**src/core/spi_front_pkg.sv**
```systemverilog
// Purpose: shared constants for the serial eeprom slave front end
// Assumes: 25 MHz system clock, serial clock sampled as a plain input
// Notes:   opcode values ignore bit 3 when decoded
package spi_front_pkg;

  // ------------------------------------------------------------
  // opcodes (upper nibble zero, bit 3 ignored)
  // ------------------------------------------------------------
  localparam logic [7:0] OPC_MASK         = 8'hF7;
  localparam logic [7:0] SET_WRITE_ENABLE_CMD   = 8'h06;
  localparam logic [7:0] CLEAR_WRITE_ENABLE_CMD = 8'h04;
  localparam logic [7:0] READ_STATUS_CMD  = 8'h05;
  localparam logic [7:0] WRITE_STATUS_CMD = 8'h01;
  localparam logic [7:0] READ_ARRAY_CMD   = 8'h03;
  localparam logic [7:0] WRITE_ARRAY_CMD  = 8'h02;

  // ------------------------------------------------------------
  // status byte layout
  // ------------------------------------------------------------
  localparam int ST_PROTECT_EN = 7;
  localparam int ST_BP_MSB     = 3;
  localparam int ST_BP_LSB     = 2;
  localparam int ST_WEL        = 1;
  localparam int ST_BUSY       = 0;
  localparam logic [7:0] ST_ALL_ONES = 8'hFF;
  localparam logic [7:0] ST_WRITE_MASK = 8'h8C;

  // ------------------------------------------------------------
  // timing
  // ------------------------------------------------------------
  localparam int CLK_HZ              = 25_000_000;
  localparam int WRITE_CYCLE_TIME_MS = 5;
  localparam int WRITE_CYCLE_CLKS    = CLK_HZ / 1000 * WRITE_CYCLE_TIME_MS;

  localparam logic [2:0] BIT_LAST = 3'h7;

  typedef enum logic [1:0] {
    PH_OPCODE = 2'b00,
    PH_DATA   = 2'b01,
    PH_DEAD   = 2'b10
  } phase_t;

endpackage

```
**src/core/spi_eeprom_slave_front_end.sv**
```systemverilog
// Purpose: serial slave front end: opcode decode, status register, hold, write protect
// Assumes: serial clock, select, data, hold, protect pins are asynchronous, sampled at 25 MHz
// Notes:   array data path is outside; array commands are only flagged
// Functional notes
// serial clock is only sampled as an input, never driven
// bytes shift msb first in and out
// first byte after select falls is the opcode
// bad opcode: ignore input, output floats, until next select fall
// deselected: input ignored, output floats
// hold keeps bit and byte position
// master lowers hold only while serial clock is low
// master raises hold while clock low; clock toggles during hold ignored
// during hold output floats and input ignored
// protect pin high imposes no restriction
// pin low with protect enable one refuses status writes
// pin falling during status write command aborts it
// pin change after internal write starts has no effect
// protect enable zero makes the pin ignored
// internal write lasts bounded time, busy shown throughout
// opcodes decode with bit 3 ignored
// status: enable bit7, protect bits 3:2, latch bit1, busy bit0
// busy: only read status accepted
module spi_eeprom_slave_front_end #(
  parameter int WRITE_CYCLE_CLKS = spi_front_pkg::WRITE_CYCLE_CLKS
) (
  input  wire logic       clk_in,
  input  wire logic       rstn_in,
  input  wire logic       sck_in,
  input  wire logic       csn_in,
  input  wire logic       si_in,
  input  wire logic       holdn_in,
  input  wire logic       wpn_in,
  output logic            so_out,
  output logic            so_oe_out,
  output logic [7:0]      status_out,
  output logic            busy_out,
  output logic            array_read_out,
  output logic            array_write_out,
  output logic            opcode_bad_out
);

  // ------------------------------------------------------------
  // pin synchronisers
  // ------------------------------------------------------------
  logic sck_s;
  logic csn_s;
  logic si_s;
  logic holdn_s;
  logic wpn_s;

  sync2 #(.RST_VAL(1'b0)) u_sck  (.clk_in(clk_in), .rstn_in(rstn_in), .d_in(sck_in),
                                  .q_out(sck_s));
  sync2 #(.RST_VAL(1'b1)) u_csn  (.clk_in(clk_in), .rstn_in(rstn_in), .d_in(csn_in),
                                  .q_out(csn_s));
  sync2 #(.RST_VAL(1'b0)) u_si   (.clk_in(clk_in), .rstn_in(rstn_in), .d_in(si_in),
                                  .q_out(si_s));
  sync2 #(.RST_VAL(1'b1)) u_hold (.clk_in(clk_in), .rstn_in(rstn_in), .d_in(holdn_in),
                                  .q_out(holdn_s));
  sync2 #(.RST_VAL(1'b1)) u_wp   (.clk_in(clk_in), .rstn_in(rstn_in), .d_in(wpn_in),
                                  .q_out(wpn_s));

  // ------------------------------------------------------------
  // edge detection
  // ------------------------------------------------------------
  logic sck_q;
  logic csn_q;
  logic wpn_q;
  logic hold_q;

  always_ff @(posedge clk_in or negedge rstn_in) begin
    if (!rstn_in) begin
      sck_q <= 1'b0;
      csn_q <= 1'b1;
      wpn_q <= 1'b1;
    end else begin
      sck_q <= sck_s;
      csn_q <= csn_s;
      wpn_q <= wpn_s;
    end
  end

  // hold changes only when the clock is low; clock edges during a pause are dropped
  always_ff @(posedge clk_in or negedge rstn_in) begin
    if (!rstn_in) begin
      hold_q <= 1'b0;
    end else if (csn_s) begin
      hold_q <= 1'b0;
    end else if (!sck_s) begin
      hold_q <= !holdn_s;
    end
  end

  logic sck_rise;
  logic sck_fall;
  logic cs_fall;
  logic wp_fall;
  logic active;

  assign active   = !csn_s && !hold_q;
  assign sck_rise = sck_s && !sck_q && active;
  assign sck_fall = !sck_s && sck_q && active;
  assign cs_fall  = !csn_s && csn_q;
  assign wp_fall  = !wpn_s && wpn_q;

  // ------------------------------------------------------------
  // shifter and phase
  // ------------------------------------------------------------
  spi_front_pkg::phase_t phase_q;
  logic [2:0] bit_q;
  logic [6:0] shin_q;
  logic [7:0] opc_q;
  logic [7:0] byte_in;
  logic       byte_done;

  assign byte_in   = {shin_q, si_s};
  assign byte_done = sck_rise && (bit_q == spi_front_pkg::BIT_LAST)
                     && (phase_q != spi_front_pkg::PH_DEAD);

  logic [7:0] opc_m;
  logic       opc_known;
  logic       is_read_status_cmd;
  logic       is_write_status_cmd;
  assign opc_m   = byte_in & spi_front_pkg::OPC_MASK;
  assign opc_known = (opc_m == spi_front_pkg::SET_WRITE_ENABLE_CMD)
                  || (opc_m == spi_front_pkg::CLEAR_WRITE_ENABLE_CMD)
                  || (opc_m == spi_front_pkg::READ_STATUS_CMD)
                  || (opc_m == spi_front_pkg::WRITE_STATUS_CMD)
                  || (opc_m == spi_front_pkg::READ_ARRAY_CMD)
                  || (opc_m == spi_front_pkg::WRITE_ARRAY_CMD);
  assign is_read_status_cmd = (opc_q == spi_front_pkg::READ_STATUS_CMD);
  assign is_write_status_cmd = (opc_q == spi_front_pkg::WRITE_STATUS_CMD);

  logic busy_q;

  // bit counter and input shift, held while paused since edges are gated
  always_ff @(posedge clk_in or negedge rstn_in) begin
    if (!rstn_in) begin
      bit_q  <= 3'h0;
      shin_q <= 7'h00;
    end else if (cs_fall) begin
      bit_q  <= 3'h0;
    end else if (sck_rise && phase_q != spi_front_pkg::PH_DEAD) begin
      bit_q  <= bit_q + 3'h1;
      shin_q <= byte_in[6:0];
    end
  end

  // phase: first byte opcode, then data; bad opcode, or busy with any opcode but read status, goes dead
  always_ff @(posedge clk_in or negedge rstn_in) begin
    if (!rstn_in) begin
      phase_q <= spi_front_pkg::PH_OPCODE;
      opc_q   <= 8'h00;
    end else if (cs_fall) begin
      phase_q <= spi_front_pkg::PH_OPCODE;
      opc_q   <= 8'h00;
    end else if (byte_done && phase_q == spi_front_pkg::PH_OPCODE) begin
      opc_q <= opc_m;
      if (!opc_known || (busy_q && opc_m != spi_front_pkg::READ_STATUS_CMD)) begin
        phase_q <= spi_front_pkg::PH_DEAD;
      end else begin
        phase_q <= spi_front_pkg::PH_DATA;
      end
    end
  end

  // ------------------------------------------------------------
  // status register and write cycle
  // ------------------------------------------------------------
  logic       wel_q;
  logic [2:0] nv_q;      // enable, bp msb, bp lsb
  logic [7:0] wr_data_q;
  logic       wr_pend_q;
  logic       wr_abort_q;
  logic [22:0] wc_cnt_q;
  logic       hw_prot;

  assign hw_prot = !wpn_s && nv_q[2];

  // write status: capture data byte, fire on select rise
  always_ff @(posedge clk_in or negedge rstn_in) begin
    if (!rstn_in) begin
      wr_data_q  <= 8'h00;
      wr_pend_q  <= 1'b0;
      wr_abort_q <= 1'b0;
    end else if (cs_fall) begin
      wr_pend_q  <= 1'b0;
      wr_abort_q <= 1'b0;
    end else if (!csn_s) begin
      if (byte_done && phase_q == spi_front_pkg::PH_DATA && is_write_status_cmd && !wr_pend_q) begin
        wr_data_q <= byte_in;
        wr_pend_q <= 1'b1;
      end
      if (is_write_status_cmd && phase_q == spi_front_pkg::PH_DATA && wp_fall && nv_q[2]) begin
        wr_abort_q <= 1'b1;
      end
    end else begin
      wr_pend_q <= 1'b0;
    end
  end

  logic wr_start;
  assign wr_start = csn_s && !csn_q && wr_pend_q && !wr_abort_q && wel_q && !hw_prot;

  // self-timed cycle; protect pin no longer sampled once started
  always_ff @(posedge clk_in or negedge rstn_in) begin
    if (!rstn_in) begin
      busy_q   <= 1'b0;
      wc_cnt_q <= 23'h000000;
      nv_q     <= 3'h0;
    end else if (wr_start) begin
      busy_q   <= 1'b1;
      wc_cnt_q <= 23'(WRITE_CYCLE_CLKS - 1);
    end else if (busy_q) begin
      if (wc_cnt_q == 23'h000000) begin
        busy_q <= 1'b0;
        nv_q   <= {wr_data_q[spi_front_pkg::ST_PROTECT_EN],
                   wr_data_q[spi_front_pkg::ST_BP_MSB],
                   wr_data_q[spi_front_pkg::ST_BP_LSB]};
      end else begin
        wc_cnt_q <= wc_cnt_q - 23'h000001;
      end
    end
  end

  // write enable latch: set and clear commands, cleared at end of write
  always_ff @(posedge clk_in or negedge rstn_in) begin
    if (!rstn_in) begin
      wel_q <= 1'b0;
    end else if (byte_done && phase_q == spi_front_pkg::PH_OPCODE && !busy_q) begin
      if (opc_m == spi_front_pkg::SET_WRITE_ENABLE_CMD) begin
        wel_q <= 1'b1;
      end else if (opc_m == spi_front_pkg::CLEAR_WRITE_ENABLE_CMD) begin
        wel_q <= 1'b0;
      end
    end else if (busy_q && wc_cnt_q == 23'h000000) begin
      wel_q <= 1'b0;
    end
  end

  logic [7:0] status;
  always_comb begin
    status = 8'h00;
    status[spi_front_pkg::ST_PROTECT_EN] = nv_q[2];
    status[spi_front_pkg::ST_BP_MSB]     = nv_q[1];
    status[spi_front_pkg::ST_BP_LSB]     = nv_q[0];
    status[spi_front_pkg::ST_WEL]        = wel_q;
    if (busy_q) begin
      status = spi_front_pkg::ST_ALL_ONES;
    end
  end

  // ------------------------------------------------------------
  // serial output
  // ------------------------------------------------------------
  logic [7:0] shout_q;
  logic       drive_q;

  // load status on falling edge ending the opcode, shift msb first
  always_ff @(posedge clk_in or negedge rstn_in) begin
    if (!rstn_in) begin
      shout_q <= 8'h00;
      drive_q <= 1'b0;
    end else if (csn_s) begin
      drive_q <= 1'b0;
    end else if (sck_fall) begin
      if (phase_q == spi_front_pkg::PH_DATA && is_read_status_cmd) begin
        if (bit_q == 3'h0) begin
          shout_q <= status;
        end else begin
          shout_q <= {shout_q[6:0], 1'b0};
        end
        drive_q <= 1'b1;
      end else begin
        drive_q <= 1'b0;
      end
    end
  end

  assign so_out    = shout_q[7];
  assign so_oe_out = drive_q && !hold_q && !csn_s
                     && phase_q != spi_front_pkg::PH_DEAD;

  // ------------------------------------------------------------
  // status outputs
  // ------------------------------------------------------------
  logic arr_rd_q;
  logic arr_wr_q;
  always_ff @(posedge clk_in or negedge rstn_in) begin
    if (!rstn_in) begin
      status_out <= 8'h00;
      arr_rd_q   <= 1'b0;
      arr_wr_q   <= 1'b0;
    end else begin
      status_out <= status;
      arr_rd_q   <= phase_q == spi_front_pkg::PH_DATA
                    && opc_q == spi_front_pkg::READ_ARRAY_CMD;
      arr_wr_q   <= phase_q == spi_front_pkg::PH_DATA
                    && opc_q == spi_front_pkg::WRITE_ARRAY_CMD;
    end
  end
  assign busy_out        = busy_q;
  assign array_read_out  = arr_rd_q;
  assign array_write_out = arr_wr_q;
  assign opcode_bad_out  = phase_q == spi_front_pkg::PH_DEAD;
endmodule

```
**src/core/sync2.sv**
```systemverilog
// Purpose: two flip-flop synchroniser for one pin
// Assumes: asynchronous active low reset
// Notes:   first stage is read only by the second stage
module sync2 #(
  parameter logic RST_VAL = 1'b0
) (
  input  wire logic clk_in,
  input  wire logic rstn_in,
  input  wire logic d_in,
  output logic      q_out
);
  logic meta_q;

  // two stages, reset to the pin's idle level
  always_ff @(posedge clk_in or negedge rstn_in) begin
    if (!rstn_in) begin
      meta_q <= RST_VAL;
      q_out  <= RST_VAL;
    end else begin
      meta_q <= d_in;
      q_out  <= meta_q;
    end
  end
endmodule

```
**config.mk**
```make
export PLATFORM = sky130hd
export DESIGN_NAME = spi_eeprom_slave_front_end
export DESIGN_NICKNAME = d
export VERILOG_FILES = /design/src/core/spi_front_pkg.sv /design/src/core/spi_eeprom_slave_front_end.sv /design/src/core/sync2.sv
export SDC_FILE = /design/constraint.sdc
export NUM_CORES = 1
export LEC_CHECK = 0
export BUFFER_PORTS_ARGS = -buffer_cell sky130_fd_sc_hd__buf_2
export CAP_MARGIN = 20
export CORE_MARGIN = 3
export CORE_UTILIZATION = 45
export DETAILED_ROUTE_END_ITERATION = 16
export SETUP_SLACK_MARGIN = 0.15
export SYNTH_ARGS = -nofsm -noshare
export SYNTH_HDL_FRONTEND = slang
export SYNTH_HIERARCHICAL = 1
export SYNTH_SLANG_ARGS = --single-unit
export TNS_END_PERCENT = 1
```
**constraint.sdc**
```tcl
create_clock -name clk_in -period 2.9 [get_ports clk_in]
set_clock_uncertainty 0.2 [all_clocks]
set_input_delay 0.58 -clock clk_in [delete_from_list [all_inputs] [get_ports clk_in]]
set_output_delay 0.58 -clock clk_in [all_outputs]
set_load 0.005 [all_outputs]
```
==> flow_results.org, run 1 <==
** Pwr
- LEAKAGE :: 1.98 nW
- Power per Cell Area :: 578 mW/mm^2
- Across the VDD grid, the largest voltage drop is 0.000243 V.

** Synthesis
- The biggest area contributor in the post-synthesis netlist is dfrtp_1.
- Summing every instance area after synthesis gives 0.00367 mm^2.
- Main combinational cell family by area after synthesis :: simple AND/OR/NAND/NOR gates
- Yosys printed 6 warnings.
- In this run, synthesis inferred 0 flip-flops with an integrated enable.
- By area the synthesized netlist is led by dfrtp_1 (50%), dfstp_2 (5.7%), mux2_2 (4.6%), nor2_1 (4.4%), mux2i_1 (3.5%).
- Net count after synthesis :: 340
- Synthesis inferred 82 register bits.
- Of the total synthesized cell area, the portion taken by AND, OR, NAND and NOR gates is 20.9%.
- FFs w/ async S/R, synth :: 100%
- Synthesized-area fraction occupied by ao, oa, aoi and oai cells :: 7.22%
- Share of the yosys chip area belonging to registers :: 56.1%
- Adder-cell share of the synthesized area :: 1.36%
- Summing the areas of all xor and xnor instances in the mapped netlist gives 3.58% of the synthesized area.
- Synth unique cells :: 52
- Portion of synthesized cell area occupied by the leading cell type :: 50.4%
- Proportion of synthesized area in mux cells :: 8.14%
- In the synthesized netlist the dominant register cell turns out to be dfrtp_1.
- Mean instance size in the synthesized netlist :: 11.2 um^2
- Counting every instance in the synthesized netlist gives 329.

** Floorplanning
- Initial Utilization :: 47.1%
- The die covers 0.00929 mm^2.
- The floorplan step set the die height to 96.4 um.
- Die width :: 96.4 um
- After floorplanning, the core was divided into 32 placement rows.
- Top Ports :: 21
- The region available for standard cell placement spans 0.00781 mm^2.

** Critical path
- Arrival time worst endpoint :: 2.53 ns
- For this run, the slowest stage of the critical path takes 0.67 ns.
- Buffers and inverters on the worst path :: 0
- The worst setup path is captured at a flop.
- The number of cells on the worst reg-to-reg path is 5.
- Top cell family by delay on the critical path :: simple AND/OR/NAND/NOR gates
- The startpoint identified for the worst register-to-register timing path is wc_cnt_q[19]$_DFFE_PN0P_.
- Internal reg-to-reg setup slack :: 0.41 ns
- Required time of the critical path :: 2.93 ns
- Slowest cell on the critical path :: or4_1
- In this run the worst path has a maximum fanout of 8.
- Critical path, cell by cell :: or4_1, nor4_4, a21oi_1, a211oi_1, nor2_1
- Worst Setup Start Kind :: flop
- The endpoint identified for the worst register-to-register timing path is wc_cnt_q[11]$_DFFE_PN0P_.
- The critical path in this run is classified as flop to flop.

** STA
- After layout, the minimum clock period comes to 2.49 ns.
- The tightest hold path in the finished design has a slack of 0.0159 ns.
- Setup repair after global routing left no endpoint under its margin.
- Setup violations remaining at the end of the flow were counted as 0.
- In the finished design, the share of the clock period the worst path needs comes to 86.0%.
- Total negative setup slack :: 0 ns
- Maximum clock frequency :: 401 MHz
- Setup slack closes at 0.406 ns.
- Worst Max-Slew Pin Slew :: 0.598 ns
- Worst slew margin :: 59.8%
- The final hold violation count came to 0.
- The final number of max-transition violations was 0.

** CTS
- Post-CTS Setup Repair Bufs :: 0
- At the later pin of the worst-skew pair, clock insertion delay measures 0.35 ns.
- Clock tree synthesis inserted a total of 9 buffers.
- TritonCTS built the clock tree.
- Clock edge transition at the registers on the reported setup and hold paths :: 0.08 ns
- Root buf cell :: clkbuf_8
- Max Buffers Root-to-Sink :: 2
- CTS Sinks :: 82
- Cts repair resizes :: 0
- CTS H-tree lvls :: 3
- After clock tree synthesis, the flow added hold-fix buffers numbering 0.

** Cells and area
- Antenna cells :: 0
- The top cell types in the final layout, fill and taps aside, are dfrtp_1 (74), nor2_1 (43), nand2_1 (19), buf_2 (19), mux2_2 (15).
- In the final layout, the multi-input gates occupy 0.00152 mm^2.
- Once layout is done, the placed cells without fillers occupy 0.00412 mm^2.
- At the end of the flow, the number of nets in the layout was 360.
- Utilization after layout :: 52.8%
- Compared with the post-synthesis result, the final layout area differs by 12.2%.
- The layout has 707 filler cells.
- FF/Latch Area :: 0.00206 mm^2
- Layout cell share with drive strength beyond 1 :: 23.2%
- The library cell used most frequently in the layout, excluding fill and tap cells, is dfrtp_1.

** Global route
- The number of antenna violations at the first check in global routing is 0.
- Global routing consumed, over all layers together, 16.4% of the routing resources.
- The total overflow left after global routing is 0.
- Maximum number of pins on one net before global-route repair :: 44
- Via count of the first global-routing pass :: 2277
- The first global-routing pass estimated 11500 um of wire.

** Routing
- Number of design rule violations left after detail routing :: 0
- The first routing iteration left 122 violations.
- The first detailed-routing pass ran for 4 iterations.
- For this block, the via count after detailed routing is 2427.
- Wires add up to 6830 um.
- The detail route stage leaves a number of antenna-violating nets equal to 0.
- Post-DR vias/cell :: 5.32
- Routed len/inst :: 15.0 um

** Hold path
- The tightest min-delay check is of the input pin to async pin type.

** Placed design
- Total half-perimeter wirelength after legalization and detailed placement :: 4680 um
- Final estimated routing congestion in global placement :: 0.763
- Quantity of I/O buffers inserted on ports :: 20
- Placed standard-cell area :: 0.00388 mm^2
- Before CTS, the worst setup slack after placement is 0.431 ns.

** Flow run
- The tool flagged a number of max-cap violations equal to 0.

** Run status
- The flow ran to the end, and the final reports show no timing, DRC or antenna violations.
power breakdown:
group / leakage [nW] / switching [W] / internal, W / total, W
registers: 1.10 / 0.0000500 / 0.00119 / 0.00124
clock network: 0.120 / 0.000415 / 0.000595 / 0.00101
logic: 0.766 / 0.0000709 / 0.0000612 / 0.000132
total: 1.98 / 0.000536 / 0.00185 / 0.00238
worst max-delay path by stage:
stage / start / end / slack (ns) / cells past startpoint
floorplan: wc_cnt_q[19]$_DFFE_PN0P_ / wc_cnt_q[11]$_DFFE_PN0P_ / 0.68 / 6
global placement: wc_cnt_q[19]$_DFFE_PN0P_ / wc_cnt_q[11]$_DFFE_PN0P_ / 0.50 / 5
detailed placement: wc_cnt_q[19]$_DFFE_PN0P_ / wc_cnt_q[11]$_DFFE_PN0P_ / 0.43 / 5
CTS: wc_cnt_q[19]$_DFFE_PN0P_ / wc_cnt_q[11]$_DFFE_PN0P_ / 0.41 / 5
global route: wc_cnt_q[19]$_DFFE_PN0P_ / wc_cnt_q[11]$_DFFE_PN0P_ / 0.32 / 5
finish: wc_cnt_q[19]$_DFFE_PN0P_ / wc_cnt_q[11]$_DFFE_PN0P_ / 0.41 / 5
flip-flops by register name, indices dropped and copies added (netlist names), 2 cells and up:
signal	count
opc_q	7
shin_q	7
shout_q	8
wc_cnt_q	23
phase_q	2
wr_data_q	3
status_out	5
nv_q	3
bit_q	3
cell type report:
class | count | area share, %
Sequential cell | 82 | 50.0
Multi-Input combinational cell | 225 | 36.7
Timing Repair Buffer | 25 | 3.70
Clock buffer | 11 | 3.43
Tap cell | 102 | 3.09
Clock inverter | 5 | 2.49
Inverter | 6 | 0.546
cells by family after synthesis:
family	Yosys count
xor+xnor	15
simple gates	136
buf+inv	22
fa+ha+maj	4
compound gates	42
flops	82
mux	28
cells in the mapped netlist, types with 3 or more instances:
master,instances
nor3_1,6
dfstp_2,8
nand3_1,8
mux2i_1,13
buf_4,3
dfrtp_1,74
nand2b_1,9
a21oi_1,14
nor2_1,43
xnor2_1,13
nor2b_1,3
buf_2,3
or4_1,5
or3_1,5
mux2_2,15
o211ai_1,3
o21ai_0,10
or2_2,7
nor4_2,3
ha_1,4
nor4_1,8
inv_1,6
clkbuf_1,10
nand2_1,19
metal layers:
metal  wire, um  global-route usage, %
met3        245                   3.52
met2       2870                   22.1
met5          0                      0
met4         75                   6.66
met1       3640                   25.3
through the flow:
stage / power [W] / cells
final: 0.00238 / 456
after global routing: 0.00248 / 456
after CTS: 0.00241 / 456
after detailed placement: 0.00140 / 440
after global placement: 0.00140 / 440
after floorplan: 0.00134 / 329
(Power assumes the default switching activity.)
==> run 2: changes to the inputs <==
--- a/config.mk
+++ b/config.mk
@@ -13,6 +13,5 @@
 export SETUP_SLACK_MARGIN = 0.15
 export SYNTH_ARGS = -nofsm -noshare
 export SYNTH_HDL_FRONTEND = slang
-export SYNTH_HIERARCHICAL = 1
 export SYNTH_SLANG_ARGS = --single-unit
 export TNS_END_PERCENT = 1
==> run 2 against run 1 <==
  * The flow now finishes with violations (hold timing)
  * First-iteration DRC count stayed put
  * Clock power is 10% lower
  * Die area is 0.60% lower
  * Worst setup slack better by 0.20 ns
  * Final cell count is 1.1% lower
  * Maximum frequency is 8.8% higher
  * Via count is 1.2% lower
  * Combinational power is 6% lower
  * Critical path depth is 2 higher
  * Utilization is 0.80 points lower
  * Count of clock-buffer cells in the layout is 1 lower
==> flow_results.org, run 2 <==
** CTS
- The total number of clock tree sinks came to 82 (unchanged).
- The TritonCTS clock tree is done (unchanged).
- The clock latency reported for the late side of the worst-skew pair came to 0.35 ns (about the same).
- Total clock buffers created by CTS :: 9 (unchanged)
- The maximum number of buffers from clock root to sink came to 2 (unchanged).
- Root buf cell :: clkbuf_8 (unchanged)
- Post-CTS Setup Repair Bufs :: 0 (unchanged)
- The number of gates given a new drive strength after cts is 0 (unchanged).
- The clock transition at the registers of the reported paths is 0.09 ns (was 0.08 ns).
- CTS Hold Buffers Added :: 0 (unchanged)
- The H-tree level count is 3 (unchanged).

** Placed design
- Final estimated routing congestion in global placement :: 0.812 (was 0.763)
- Total half-perimeter wirelength after legalization and detailed placement :: 4550 um (was 4680 um)
- Quantity of I/O buffers inserted on ports :: 20 (unchanged)
- Worst setup slack after placement :: 0.646 ns (was 0.431 ns)
- Placed standard-cell area :: 0.00384 mm^2 (was 0.00388 mm^2)
- The number of cells after detailed placement was 435 (was 440).

** Critical path
- Critical Path Max Stage Delay :: 0.39 ns (was 0.67 ns)
- The kind of cell adding the most delay to the critical path is simple AND/OR/NAND/NOR gates (unchanged).
- Required time of the critical path :: 2.90 ns (was 2.93 ns)
- Endpoint class of the critical path :: flop (unchanged)
- The critical path buffer and inverter count came to 1 (was 0).
- Critical path, cell by cell :: inv_1, ha_1, nor4b_1, nand3_1, o21ai_4, or4_1, nand3_1 (was or4_1, nor4_4, a21oi_1, a211oi_1, nor2_1)
- The most numerous cell type found on the critical path is nand3_1.
- The arrival time at the worst endpoint came to 2.30 ns (was 2.53 ns).
- Critical path peak fanout :: 8 (unchanged)
- Kind of critical path :: flop to flop (unchanged)
- The slowest cell on the critical path was dfrtp_1 (was or4_1).
- The critical path launch point type is a flop (unchanged).

** Cells and area
- The total non-filler cell area in the finished layout was 0.00406 mm^2 (was 0.00412 mm^2).
- The net total in the final layout is 355 (was 360).
- Highest-count cells in the layout ignoring fill and taps: dfrtp_1 (74), nor2_1 (32), nand2_1 (27), buf_2 (19) (was dfrtp_1 (74), nor2_1 (43), nand2_1 (19), buf_2 (19), mux2_2 (15)).
- The final cell count without fillers was 451 (was 456).
- Layout cell share with drive strength beyond 1 :: 22.6% (was 23.2%)
- The antenna diode count was 0 (unchanged).
- Leading cell type in the layout, fill and taps excluded :: dfrtp_1 (unchanged)
- The number of flip-flops in the largest register was 23 (unchanged).
- The area growth from synthesis to layout came to 11.2% (was 12.2%).
- Register with the most flip-flops :: wc_cnt_q (unchanged)
- Largest registers: wc_cnt_q x23, shout_q x8 (unchanged).

** STA
- RSZ-0062 raised after global routing :: no (unchanged)
- The final number of max-transition violations is 0 (unchanged).
- Final critical-path required period :: 2.29 ns (was 2.49 ns)
- The portion of the clock cycle consumed by the worst path in the final layout was 79.1% (was 86.0%).
- Min Hold Slack :: -0.00452 ns (was 0.0159 ns)
- The worst slew margin relative to its limit came to 62.3% (was 59.8%).
- Post-layout worst setup margin :: 0.607 ns (was 0.406 ns)
- Total setup violations reported at the end of the flow :: 0 (unchanged)
- Worst Max-Slew Pin Slew :: 0.564 ns (was 0.598 ns)
- The final total negative setup slack is 0 ns (unchanged).
- The final hold violation count was 7 (was 0).
- Maximum clock frequency :: 436 MHz (was 401 MHz)

** Run status
- Violated checks :: hold timing
- Outcome: finished, violations left (was finished, final reports clean).

** Routing
- Routed len/inst :: 14.5 um (was 15.0 um)
- Number of optimization iterations in the first detailed-route pass :: 4 (unchanged)
- Via count :: 2398 (was 2427)
- Number of design rule violations left after detail routing :: 0 (unchanged)
- The iteration-0 DRC count of the detailed router came to 122 (unchanged).
- The detail-routed via count per cell is 5.32 (about the same).
- Final wirelength :: 6560 um (was 6830 um)
- The residual antenna-violating net count after detailed routing was 0 (unchanged).

** Synthesis
- The post-synthesis share of cell area spent on and, or, nand and nor gates was 19.6% (was 20.9%).
- The synthesized instance count was 325 (was 329).
- Number of warnings reported in the yosys synthesis log :: 0 (was 6)
- FFs w/ async S/R, synth :: 100% (unchanged)
- Adder-cell share of the synthesized area :: 1.37% (was 1.36%)
- The area fraction in compound gates after synthesis is 8.40% (was 7.22%).
- The net count after synthesis was 336 (was 340).
- Cell types with the highest counts after synthesis :: dfrtp_1 (74), nor2_1 (32), nand2_1 (27) (was dfrtp_1 (74), nor2_1 (43), nand2_1 (19))
- Main combinational cell family by area after synthesis :: simple AND/OR/NAND/NOR gates (unchanged)
- Cell types occupying the most area after synthesis :: dfrtp_1 (51%), dfstp_2 (5.8%), mux2_2 (3.7%), mux2i_1 (3.3%), nor2_1 (3.3%) (was dfrtp_1 (50%), dfstp_2 (5.7%), mux2_2 (4.6%), nor2_1 (4.4%), mux2i_1 (3.5%))
- The fraction of synthesized cell area in xor and xnor cells was 3.36% (was 3.58%).
- Seq cells post-synth :: 82 (unchanged)
- Top_reg_cell synth :: dfrtp_1 (unchanged)
- Proportion of synthesized area in mux cells :: 7.40% (was 8.14%)
- The area share of the leading cell type in the synthesized netlist was 50.7% (was 50.4%).
- The leading cell type by number of instances after synthesis is dfrtp_1 (unchanged).
- Share of the yosys chip area belonging to registers :: 56.5% (was 56.1%)
- The library cell occupying the most area in the post-synthesis netlist is dfrtp_1 (unchanged).
- The synthesized cell area came to 0.00365 mm^2 (was 0.00367 mm^2).
- Number of enable flip-flop cells after synthesis :: 0 (unchanged)
- Mean instance size in the synthesized netlist :: 11.2 um^2 (about the same)
- The count of distinct cell types in the synthesized netlist was 55 (was 52).

** Hold path
- The type of the most critical hold path is input pin to async pin (unchanged).

** Floorplanning
- Site Rows :: 32 (unchanged)
- The die span in y came to 96.1 um (was 96.4 um).
- Initial Utilization :: 46.8% (was 47.1%)
- The boundary pin count was 21 (unchanged).
- The die area came to 0.00923 mm^2 (was 0.00929 mm^2).
- The standard cell core area is 0.00781 mm^2 (unchanged).
- The horizontal die dimension is 96.1 um (was 96.4 um).

** Global route
- Remaining global-route overflow :: 0 (unchanged)
- The number of global-route vias before repair came to 2309 (was 2277).
- Wire length of the first global-routing pass :: 11500 um (about the same)
- The number of antenna violations at the first check in global routing came to 0 (unchanged).
- Global Route Usage Sum :: 16.2% (was 16.4%)
- The maximum number of pins on one net before global-route repair is 44 (unchanged).

** Pwr
- LEAKAGE :: 1.97 nW (was 1.98 nW)
- Worst supply voltage drop on vdd :: 0.000283 V (was 0.000243 V)
- Power per Cell Area :: 557 mW/mm^2 (was 578 mW/mm^2)

** Flow run
- The max capacitance violation total is 0 (unchanged).
==> run 2: cell count changes after synthesis, moves of 5 or more <==
cell,previous run,this run
o211ai_1,3,8
o21ai_0,10,4
nand4_1,2,7
xnor2_1,13,3
xor2_1,2,11
nor2_1,43,32
o21ai_1,1,7
nand2_1,19,27
==> run 2: cells by family after synthesis <==
logic type | after synthesis
simple gates | 129
fa+ha+maj | 4
buf+inv | 26
mux | 25
xor+xnor | 14
flops | 82
compound gates | 45
==> run 2: cell type report <==
type / count / area [um^2]
Tap cell: 102 / 128
Inverter: 9 / 33.8
Multi-Input combinational cell: 217 / 1470
Clock inverter: 6 / 91.3
Clock buffer: 10 / 128
Sequential cell: 82 / 2060
Timing Repair Buffer: 25 / 153
Fill cell: 715 / 3750
==> run 2: path summary, 6_finish.rpt <==
path                                               from                        to  slack, ns  cells past startpoint
worst max register to register  wc_cnt_q[0]$_DFFE_PN0P_  wc_cnt_q[13]$_DFFE_PN0P_       0.61                      7
min in group clk_in                              csn_in    u_csn.meta_q$_DFF_PN1_       0.13                      1
worst min-delay path                            rstn_in    shout_q[5]$_DFFE_PN0P_     -0.005                      1
worst min register to register   u_csn.meta_q$_DFF_PN1_     u_csn.q_out$_DFF_PN1_       0.15                      0
max in group asynchronous                       rstn_in      u_wp.q_out$_DFF_PN1_       1.82                      2
worst max-delay path            wc_cnt_q[0]$_DFFE_PN0P_  wc_cnt_q[13]$_DFFE_PN0P_       0.61                      7
==> run 2: power breakdown <==
| part | switching, W | total [W] | internal [W] |
|---|---|---|---|
| clock network | 0.000416 | 0.000904 | 0.000488 |
| registers | 0.0000448 | 0.00123 | 0.00119 |
| logic | 0.0000692 | 0.000124 | 0.0000545 |
| total | 0.000530 | 0.00226 | 0.00173 |
==> run 2: layer usage <==
metal	track usage, %	routed length, um	vias up	part of all wire (%)
met3	3.52	197	8	3.0
met4	6.64	107	0	1.6
met1	24.3	3470	1178	53
li1	-	-	1177	-
met2	22.7	2790	35	42
met5	0	0	-	0
==> run 2: worst register-to-register path, delay by kind of cell (launching register included) <==
family,cells,cell delay [ns]
AOI/OAI and AO/OA,1,0.34
adders and majority gates,1,0.21
buffers and inverters,1,0.10
DFF,1,0.39
and+or+nand+nor,4,0.91
==> run 2: metrics by stage <==
stage | total power, W | utilization [%]
after detailed placement | 0.00138 | 49.2
after CTS | 0.00229 | 52.0
final | 0.00226 | 52.0
after global routing | 0.00237 | 52.0
after global placement | 0.00138 | 49.2
after floorplan | 0.00133 | -
